<file path="src/shared/lts_pkg.sv">
`default_nettype none
// =============================================================================
// Shared constants and carriers of the latch timestamp capture block.
// =============================================================================
package lts_pkg;

    // =========================================================================
    // Register byte offsets, as seen by both readers.
    // =========================================================================
    localparam logic [11:0] LTS_L0_RISE_OFS = 12'h09B0; // Capture input zero, rising edge.
    localparam logic [11:0] LTS_L0_FALL_OFS = 12'h09B8; // Capture input zero, falling edge.
    localparam logic [11:0] LTS_L1_RISE_OFS = 12'h09C0; // Capture input one, rising edge.
    localparam logic [11:0] LTS_L1_FALL_OFS = 12'h09C8; // Capture input one, falling edge.
    localparam logic [11:0] LTS_FRAME_OFS = 12'h09F0; // Frame event time.
    localparam logic [11:0] LTS_HI_WORD_OFS = 12'h0004; // Upper word of a 64-bit register.

    // =========================================================================
    // Field positions and reset values.
    // =========================================================================
    localparam int LTS_FREEZE_LSB = 8; // Lowest bit that is frozen by a low-byte read.
    localparam logic [63:0] LTS_TS_RESET = 64'h0000_0000_0000_0000; // Timestamp reset value.
    localparam logic [31:0] LTS_FRAME_RESET = 32'h0000_0000; // Frame event time reset value.

    // =========================================================================
    // Carriers.
    // =========================================================================
    // One register access request from a reader; addr is a byte address.
    typedef struct packed {
        logic req;
        logic wr;
        logic [11:0] addr;
    } lts_bus_req_t;

    // One read answer.
    typedef struct packed {
        logic valid;
        logic [31:0] data;
    } lts_bus_rsp_t;

    // Per-input configuration: owner of the flags and capture mode per edge.
    typedef struct packed {
        logic host_assign;
        logic [1:0] single_mode;
    } lts_cap_cfg_t;

    // Per-input status: pin level and the two sticky edge flags.
    typedef struct packed {
        logic pin_level;
        logic fall_seen;
        logic rise_seen;
    } lts_cap_stat_t;

endpackage
`default_nettype wire

</file>
<file path="src/design/lts_edge_capture.sv">
`timescale 1ns/10ps
`default_nettype none
// =============================================================================
// One capture input: synchroniser, edge detection, timestamps and flags.
// =============================================================================
module lts_edge_capture #(
    parameter int TIME_W = 64 // Width of the system time.
) (
    input wire logic clk_sys, // System clock.
    input wire logic nrst, // Asynchronous reset, active low.
    input wire logic ce, // Clock enable, freezes all state while low.
    input wire logic pin_async, // Capture pin, asynchronous to clk_sys.
    input wire logic [TIME_W-1:0] sys_time, // Running system time.
    input wire logic [1:0] single_mode, // Per edge: 1 single event, 0 continuous.
    input wire logic [1:0] clr, // Per edge flag clear pulse.
    output logic [TIME_W-1:0] rise_ts, // Rising edge timestamp.
    output logic [TIME_W-1:0] fall_ts, // Falling edge timestamp.
    output logic [1:0] edge_pulse, // Edge detected this cycle, bit 0 rising.
    output var lts_pkg::lts_cap_stat_t stat // Pin level and edge flags.
);
    import lts_pkg::*;

    // The capture logic needs room above the low byte, which is never frozen.
    if (TIME_W <= LTS_FREEZE_LSB || TIME_W > 64)
    begin : g_bad_width
        $error("lts_edge_capture: unsupported TIME_W");
    end

    logic sync_meta; // First synchroniser stage, read only by the second.
    logic sync_lvl; // Synchronised pin level.
    logic prev_lvl; // Level one cycle earlier.
    logic [2:0] fill; // Marks the pipeline as holding real pin samples.
    logic [1:0] seen; // Sticky edge flags, bit 0 rising.
    logic [1:0] take; // Edge that is allowed to overwrite its timestamp.
    logic [1:0] next_seen; // Next flag value.

    // Edges are only believed once the pipeline is filled, so reset is no edge.
    assign edge_pulse = {fill[2] & ~sync_lvl & prev_lvl, fill[2] & sync_lvl & ~prev_lvl};
    // Continuous edges always capture; a single event edge only while its flag is clear.
    assign take = edge_pulse & (~single_mode | ~seen);
    // A flag exists only in single event mode, and a new edge beats a clear.
    assign next_seen = single_mode & ((seen & ~clr) | edge_pulse);
    assign stat = '{pin_level: sync_lvl, fall_seen: seen[1], rise_seen: seen[0]};

    // =========================================================================
    // Two-stage synchroniser and edge history.
    // =========================================================================
    always_ff @(posedge clk_sys or negedge nrst)
    begin
        if (!nrst)
        begin
            sync_meta <= 1'b0;
            sync_lvl <= 1'b0;
            prev_lvl <= 1'b0;
            fill <= 3'h0;
        end
        else if (ce)
        begin
            sync_meta <= pin_async;
            sync_lvl <= sync_meta;
            prev_lvl <= sync_lvl;
            fill <= {fill[1:0], 1'b1};
        end
    end

    // =========================================================================
    // Sticky flags.
    // =========================================================================
    always_ff @(posedge clk_sys or negedge nrst)
    begin
        if (!nrst)
        begin
            seen <= 2'h0;
        end
        else if (ce)
        begin
            seen <= next_seen;
        end
    end

    // =========================================================================
    // Timestamp capture of the system time.
    // =========================================================================
    always_ff @(posedge clk_sys or negedge nrst)
    begin
        if (!nrst)
        begin
            rise_ts <= LTS_TS_RESET[TIME_W-1:0];
            fall_ts <= LTS_TS_RESET[TIME_W-1:0];
        end
        else if (ce)
        begin
            if (take[0])
            begin
                rise_ts <= sys_time;
            end
            if (take[1])
            begin
                fall_ts <= sys_time;
            end
        end
    end
endmodule
`default_nettype wire

</file>
<file path="src/design/lts_capture_top.sv">
`timescale 1ns/10ps
`default_nettype none
// =============================================================================
// Timestamp capture unit with two independent readers.
// =============================================================================
module lts_capture_top (
    input wire logic clk_sys, // System clock, 50 MHz.
    input wire logic nrst, // Asynchronous reset, active low.
    input wire logic ce, // Clock enable, freezes all state while low.
    input wire logic capture_input_zero, // Capture pin zero, asynchronous.
    input wire logic capture_input_one, // Capture pin one, asynchronous.
    input wire logic [63:0] sys_time, // Running system time.
    input wire logic [31:0] local_time, // Running local time.
    input wire logic frame_start, // Pulse at the start of a received frame.
    input wire logic buffer_channel_manager_event, // Pulse: a network-side event is raised.
    input wire lts_pkg::lts_cap_cfg_t cap0_cfg, // Configuration of input zero.
    input wire lts_pkg::lts_cap_cfg_t cap1_cfg, // Configuration of input one.
    input wire logic host_wr_ack_en, // Host clears flags by writes instead of reads.
    input wire lts_pkg::lts_bus_req_t net_req, // Network-side access request.
    output var lts_pkg::lts_bus_rsp_t net_rsp, // Network-side read answer.
    input wire lts_pkg::lts_bus_req_t host_req, // Local host interface request.
    output var lts_pkg::lts_bus_rsp_t host_rsp, // Local host interface read answer.
    output var lts_pkg::lts_cap_stat_t cap0_stat, // Status of input zero.
    output var lts_pkg::lts_cap_stat_t cap1_stat // Status of input one.
);
    import lts_pkg::*;

    // =========================================================================
    // Address decode.
    // =========================================================================
    // Returns {hit, upper word, register index}; index 4 is the frame time.
    function automatic logic [4:0] lts_decode(input logic [11:0] a);
        logic [4:0] d;
        d = 5'h00;
        if (a == LTS_L0_RISE_OFS)
            d = 5'h10;
        else if (a == LTS_L0_RISE_OFS + LTS_HI_WORD_OFS)
            d = 5'h18;
        else if (a == LTS_L0_FALL_OFS)
            d = 5'h11;
        else if (a == LTS_L0_FALL_OFS + LTS_HI_WORD_OFS)
            d = 5'h19;
        else if (a == LTS_L1_RISE_OFS)
            d = 5'h12;
        else if (a == LTS_L1_RISE_OFS + LTS_HI_WORD_OFS)
            d = 5'h1A;
        else if (a == LTS_L1_FALL_OFS)
            d = 5'h13;
        else if (a == LTS_L1_FALL_OFS + LTS_HI_WORD_OFS)
            d = 5'h1B;
        else if (a == LTS_FRAME_OFS)
            d = 5'h14;
        return d;
    endfunction

    // =========================================================================
    // Shared signals.
    // =========================================================================
    logic [63:0] live [5]; // Current value of every register.
    logic [31:0] frame_time; // Frame event time register.
    logic [31:0] frame_pending; // Local time at the start of the current frame.
    lts_cap_cfg_t cfg_a [2]; // Configuration by input.
    lts_cap_stat_t stat_a [2]; // Status by input.
    logic [1:0] edge_a [2]; // Edge pulses by input.
    lts_bus_req_t side_req [2]; // Requests, 0 network, 1 host.
    lts_bus_rsp_t side_rsp [2]; // Answers, 0 network, 1 host.
    logic [3:0] side_clr [2]; // Flag clears raised by each side, by register index.
    logic [3:0] clr_all; // Flag clears from both sides.

    assign cfg_a[0] = cap0_cfg;
    assign cfg_a[1] = cap1_cfg;
    assign cap0_stat = stat_a[0];
    assign cap1_stat = stat_a[1];
    assign side_req[0] = net_req;
    assign side_req[1] = host_req;
    assign net_rsp = side_rsp[0];
    assign host_rsp = side_rsp[1];
    assign clr_all = side_clr[0] | side_clr[1];
    assign live[4] = {32'h0000_0000, frame_time};

    // =========================================================================
    // Capture inputs; register index 2*l is rising, 2*l+1 falling.
    // =========================================================================
    for (genvar l = 0; l < 2; l++)
    begin : g_cap
        lts_edge_capture #(
            .TIME_W(64)
        ) u_cap (
            .clk_sys(clk_sys),
            .nrst(nrst),
            .ce(ce),
            .pin_async(l == 0 ? capture_input_zero : capture_input_one),
            .sys_time(sys_time),
            .single_mode(cfg_a[l].single_mode),
            .clr(clr_all[2*l+1:2*l]),
            .rise_ts(live[2*l]),
            .fall_ts(live[2*l+1]),
            .edge_pulse(edge_a[l]),
            .stat(stat_a[l])
        );
    end

    // =========================================================================
    // One reader port per side, each with its own frozen copies.
    // =========================================================================
    for (genvar s = 0; s < 2; s++)
    begin : g_side
        logic [4:0] dec; // Decoded address.
        logic hit; // Address maps to a register word.
        logic hi; // Upper word selected.
        logic [2:0] idx; // Register index.
        logic is_latch; // One of the four timestamp registers.
        logic owner; // The host owns the flags of the addressed input.
        logic low_rd; // Read of the word holding bits 7 to 0.
        logic ack_wr; // Accepted acknowledge write.
        logic clr_hit; // This access clears a flag.
        logic [31:0] next_data; // Answer data.
        logic [55:0] snap [5]; // Frozen bits 63 to 8 of each register.

        assign dec = lts_decode(side_req[s].addr);
        assign hit = dec[4];
        assign hi = dec[3];
        assign idx = dec[2:0];
        assign is_latch = ~idx[2];
        assign owner = cfg_a[idx[1]].host_assign;
        assign low_rd = side_req[s].req & ~side_req[s].wr & hit & ~hi;
        // Only the host may write, only with acknowledge on; network writes do nothing.
        assign ack_wr = (s == 1) & side_req[s].req & side_req[s].wr & hit & is_latch
            & host_wr_ack_en;
        // Network reads clear when the network owns the flags, host reads or writes otherwise.
        assign clr_hit = (s == 0) ? (low_rd & is_latch & ~owner)
            : (owner & ((low_rd & is_latch & ~host_wr_ack_en) | ack_wr));
        assign side_clr[s] = clr_hit ? (4'h1 << idx[1:0]) : 4'h0;
        // The low word is live; the upper word comes from this side's frozen copy.
        assign next_data = !hit ? 32'h0000_0000
            : (hi ? snap[idx][55:24] : live[idx][31:0]);

        // Answer and frozen copies of this side.
        always_ff @(posedge clk_sys or negedge nrst)
        begin
            if (!nrst)
            begin
                side_rsp[s] <= '{valid: 1'b0, data: 32'h0000_0000};
                for (int i = 0; i < 5; i++)
                begin
                    snap[i] <= LTS_TS_RESET[63:LTS_FREEZE_LSB];
                end
            end
            else if (ce)
            begin
                side_rsp[s].valid <= side_req[s].req & ~side_req[s].wr;
                if (side_req[s].req && !side_req[s].wr)
                begin
                    side_rsp[s].data <= next_data;
                end
                if (low_rd)
                begin
                    snap[idx] <= live[idx][63:LTS_FREEZE_LSB];
                end
            end
        end
    end

    // =========================================================================
    // Frame event time: start-of-frame local time, kept on a network event.
    // =========================================================================
    always_ff @(posedge clk_sys or negedge nrst)
    begin
        if (!nrst)
        begin
            frame_pending <= LTS_FRAME_RESET;
            frame_time <= LTS_FRAME_RESET;
        end
        else if (ce)
        begin
            if (frame_start)
            begin
                frame_pending <= local_time;
            end
            if (buffer_channel_manager_event)
            begin
                frame_time <= frame_start ? local_time : frame_pending;
            end
        end
    end
endmodule
`default_nettype wire

</file>
<file path="config.mk">
export PLATFORM = sky130hd
export DESIGN_NAME = lts_capture_top
export DESIGN_NICKNAME = d
export VERILOG_FILES = /design/src/shared/lts_pkg.sv /design/src/design/lts_edge_capture.sv /design/src/design/lts_capture_top.sv
export SDC_FILE = /design/constraint.sdc
export NUM_CORES = 2
export LEC_CHECK = 0
export ABC_CLOCK_PERIOD_IN_PS = 4000
export BUFFER_PORTS_ARGS = -buffer_cell sky130_fd_sc_hd__buf_4
export CAP_MARGIN = 20
export CORE_MARGIN = 5
export CORE_UTILIZATION = 50
export CTS_CLUSTER_SIZE = 16
export DETAILED_ROUTE_END_ITERATION = 16
export GPL_ROUTABILITY_DRIVEN = 1
export PLACE_DENSITY = 0.66
export SETUP_SLACK_MARGIN = 0.2
export SYNTH_ARGS = -nofsm -noshare
export SYNTH_HDL_FRONTEND = slang
export SYNTH_SLANG_ARGS = --single-unit
</file>
<file path="constraint.sdc">
create_clock -name clk_sys -period 4 [get_ports clk_sys]
set_input_delay 0.4 -clock clk_sys [delete_from_list [all_inputs] [get_ports clk_sys]]
set_output_delay 0.4 -clock clk_sys [all_outputs]
set_load 0.05 [all_outputs]
</file>
==> results.tsv <==
metric	value	unit
Multi-input gate area	14300	um^2
CP cell instances	nand2_1, and3b_2, buf_4, mux2_2	
CORE AREA	63100	um^2
most numerous cell in the Yosys netlist	dfrtp_1	
simple-gate share of the synthesized area	6.86	%
Total Routing Usage GR	31.2	%
most common library cells after synthesis	655 x dfrtp_1, 419 x mux2_2, 238 x o21ai_0	
Worst Path Required	4.49	ns
largest net degree at the start of global routing	140	
Seq cells post-synth	655	
crit path buf inv count	1	
Worst IR Drop VDD	0.000548	V
post-synth top area share	51.4	%
Max-slew headroom	35.1	%
vias in the first global route	25499	
met3 wire len	10.0	mm
multiplexer share of the synthesized area	20.3	%
Area Growth Syn to Fin	14.9	%
Inst Count DP	3722	
syn nets	2983	
Final ANT Viol Nets	0	
wire per inst	28.7	um
final wirelength	111	mm
CTS Buf Count	71	
worst hold start	local_time[17]	
final slew viol count	0	
# nets final	3090	
YS warnings	0	
DR iter-0 viols	2868	
Crit path max-delay family	simple AND/OR/NAND/NOR gates	
Psw	6.08	mW
hold depth	2	
hpwl dp	72.1	mm
Worst R2R Path Depth	4	
placed cell areas	34200	um^2
met1 WL	43.5	mm
Worst-path clk slew	0.06	ns
Seq pwr share	46.4	%
fin crit share	62.1	%
arrival time at the worst endpoint	2.98	ns
Top-Level Pins	210	
CTS HTree Levels	3	
Max Root-Sink Buffers	3	
Synth Area in XOR/XNOR	0	%
Max-Cap Viols	0	
clk_lat worst skew	0.62	ns
die area	68900	um^2
WL met2	50.7	mm
Worst Hold Class	primary input to flip-flop	
outcome	completed	
drt pass-1 iters	7	
combinational share of power	19.7	%
Max Freq	402	MHz
Synth area leader	dfrtp_1	
Num Clock Sinks	655	
grt total ovfl	0	
kind of critical path	flip-flop to flip-flop	
Clock Skew	0.0260	ns
Std-Cell Rows	92	
Worst-Margin Slew	0.974	ns
RSZ-0062 raised after global routing	no	
post-CTS setup buffers	0	
Post-Synth Adder-Cell Area	0	%
DRC Markers	0	
Final min period	2.49	ns
fin cells	3853	
R2R setup slack	1.51	ns
synth top area cells	dfrtp_1 51%, mux2_2 15%, mux2i_1 4.3%, o21ai_0 3.7%, o22ai_1 3.1%	
fillers	5269	
main flop type after synthesis	dfrtp_1	
Buffers on Ports	209	
CP max FO	26	
Fin. Hold Viols	0	
clock power share	33.8	%
Avg Cell Area, Syn	11.2	um^2
Worst R2R Start	g_cap[0].u_cap.fill[2]$_DFFE_PN0P_	
Starting Density	50.5	%
Seq/Total Area, Yosys	51.4	%
final setup vio count	0	
layout cells sized above 1	29.8	%
CP Launch Type	flip-flop	
Worst path slowest cell	and3b_2	
main combinational cell family by area after synthesis	multiplexers	
sequential cell area	16400	um^2
Yosys cell types	69	
width of the chip	262	um
Fin Setup TNS	0	ns
Post-Synthesis Cell Area	31900	um^2
final instance area	36600	um^2
Static Leakage	16.1	nW
Hold Path End	frame_pending[17]$_DFFE_PN0P_	
post-synthesis compound-gate area fraction	17.4	%
CTS tree	built	
initial antenna violation count	3	
max layer used	met5	
Power Density	544	nW/um^2
WP depth	4	
crit end category	flip-flop	
Die Span Y	262	um
vias	25131	
Placer Congestion	0.902	
Worst R2R End	g_cap[1].u_cap.fall_ts[32]$_DFFE_PN0P_	
Worst path max stage delay	0.74	ns
Net Sw Frac	30.5	%
fraction of registers with async set/reset	100	%
Post-synth EDFFs	0	
Post-Synthesis Cells	2845	
drt via density	6.52	
clock root buffer	clkbuf_16	
P_int	13.8	mW
first-pass GRT wire length	166	mm
[worst reg2reg max path, delay by kind of cell, from the launching register on]
family	cells	cell delay (ns)
simple gates	2	1.00
flops	1	0.45
mux	1	0.41
buf+inv	1	0.51
[metal layers]
| metal | up-vias | global-route usage, % |
|---|---|---|
| li1 | 10777 | - |
| met5 | - | 0 |
| met1 | 12622 | 40.9 |
| met2 | 1382 | 48.7 |
| met4 | 2 | 15.2 |
| met3 | 348 | 7.90 |
[worst max-delay path by stage]
stage	startpoint	slack (ns)	to
final	g_cap[0].u_cap.fill[2]$_DFFE_PN0P_	1.51	g_cap[1].u_cap.fall_ts[32]$_DFFE_PN0P_
after global routing	ce	1.46	g_side[1].snap[103]$_DFFE_PN0P_
after CTS	g_cap[0].u_cap.fill[2]$_DFFE_PN0P_	1.56	g_cap[1].u_cap.fall_ts[32]$_DFFE_PN0P_
after detailed placement	net_req[3]	1.06	g_side[0].snap[136]$_DFFE_PN0P_
after global placement	net_req[3]	1.07	g_side[0].snap[136]$_DFFE_PN0P_
after floorplan	net_req[3]	1.72	g_side[0].snap[138]$_DFFE_PN0P_
[cell usage in the layout, fill, tap and decap left out, types with 34 or more instances in the layout]
cell / netlist / layout
mux2i_1: 137 / 137
o211ai_1: 34 / 34
nand2_1: 205 / 203
nor2_1: 80 / 76
clkbuf_16: 0 / 74
o21a_1: 34 / 34
buf_4: 4 / 269
nor3_1: 34 / 34
inv_1: 43 / 43
a21oi_1: 133 / 133
mux2_2: 419 / 419
o22ai_1: 156 / 156
dfrtp_1: 655 / 655
nand3_1: 38 / 38
o21ai_0: 238 / 238
a22oi_1: 65 / 65
[what timing repair did]
| action | 4_1_cts | 5_1_grt |
|---|---|---|
| gates resized for setup | 0 | 0 |
| endpoints found under the hold margin | 40 | 0 |
| hold buffers | 1 | 0 |
[sequential cells by signal, indices dropped and copies added (netlist names), 3 cells and up]
| register | cells |
|---|---|
| g_side.snap | 256 |
| g_cap.u_cap.fall_ts | 128 |
| g_cap.u_cap.rise_ts | 128 |
| host_rsp | 33 |
| net_rsp | 33 |
| frame_pending | 32 |
| frame_time | 32 |
| g_cap.u_cap.seen | 4 |
| g_cap.u_cap.fill | 3 |
[logic make-up (layout without fill, tap and decap cells)]
family	count (synthesis)	count (layout)
buffers and inverters	293	454
multiplexers	584	584
flip-flops	655	655
other	0	1
AND/OR/NAND/NOR	451	451
AO/OA/AOI/OAI	862	862
[cell type report]
class	instances	area share, %
timing repair buffer	284	6.26
clock inverter	22	0.625
tap	846	2.89
inverter	43	0.441
antenna	1	0.00684
multi-input combinational	1897	39.1
clock buffer	105	5.90
sequential	655	44.8
[stage by stage]
stage | power [mW] | util [%] | hold slack [ns] | setup slack [ns]
after floorplan | 11.4 | - | 0.104 | 1.72
after global placement | 13.0 | 54.2 | 0.358 | 1.07
after detailed placement | 13.2 | 54.2 | 0.358 | 1.06
after CTS | 19.9 | 58.0 | 0.00112 | 1.56
after global routing | 20.7 | 58.0 | 0.0104 | 1.46
final | 19.9 | 58.0 | 0.0258 | 1.51
[power by group through the flow]
stage	Clock [mW]	Sequential (mW)	Combinational (mW)
after floorplan	0	8.83	2.55
after global placement	0	9.24	3.72
after detailed placement	0	9.32	3.88
after CTS	6.80	9.22	3.89
after global routing	7.08	9.37	4.22
final	6.74	9.25	3.93
No activity file was read; power rests on OpenSTA's default activity.
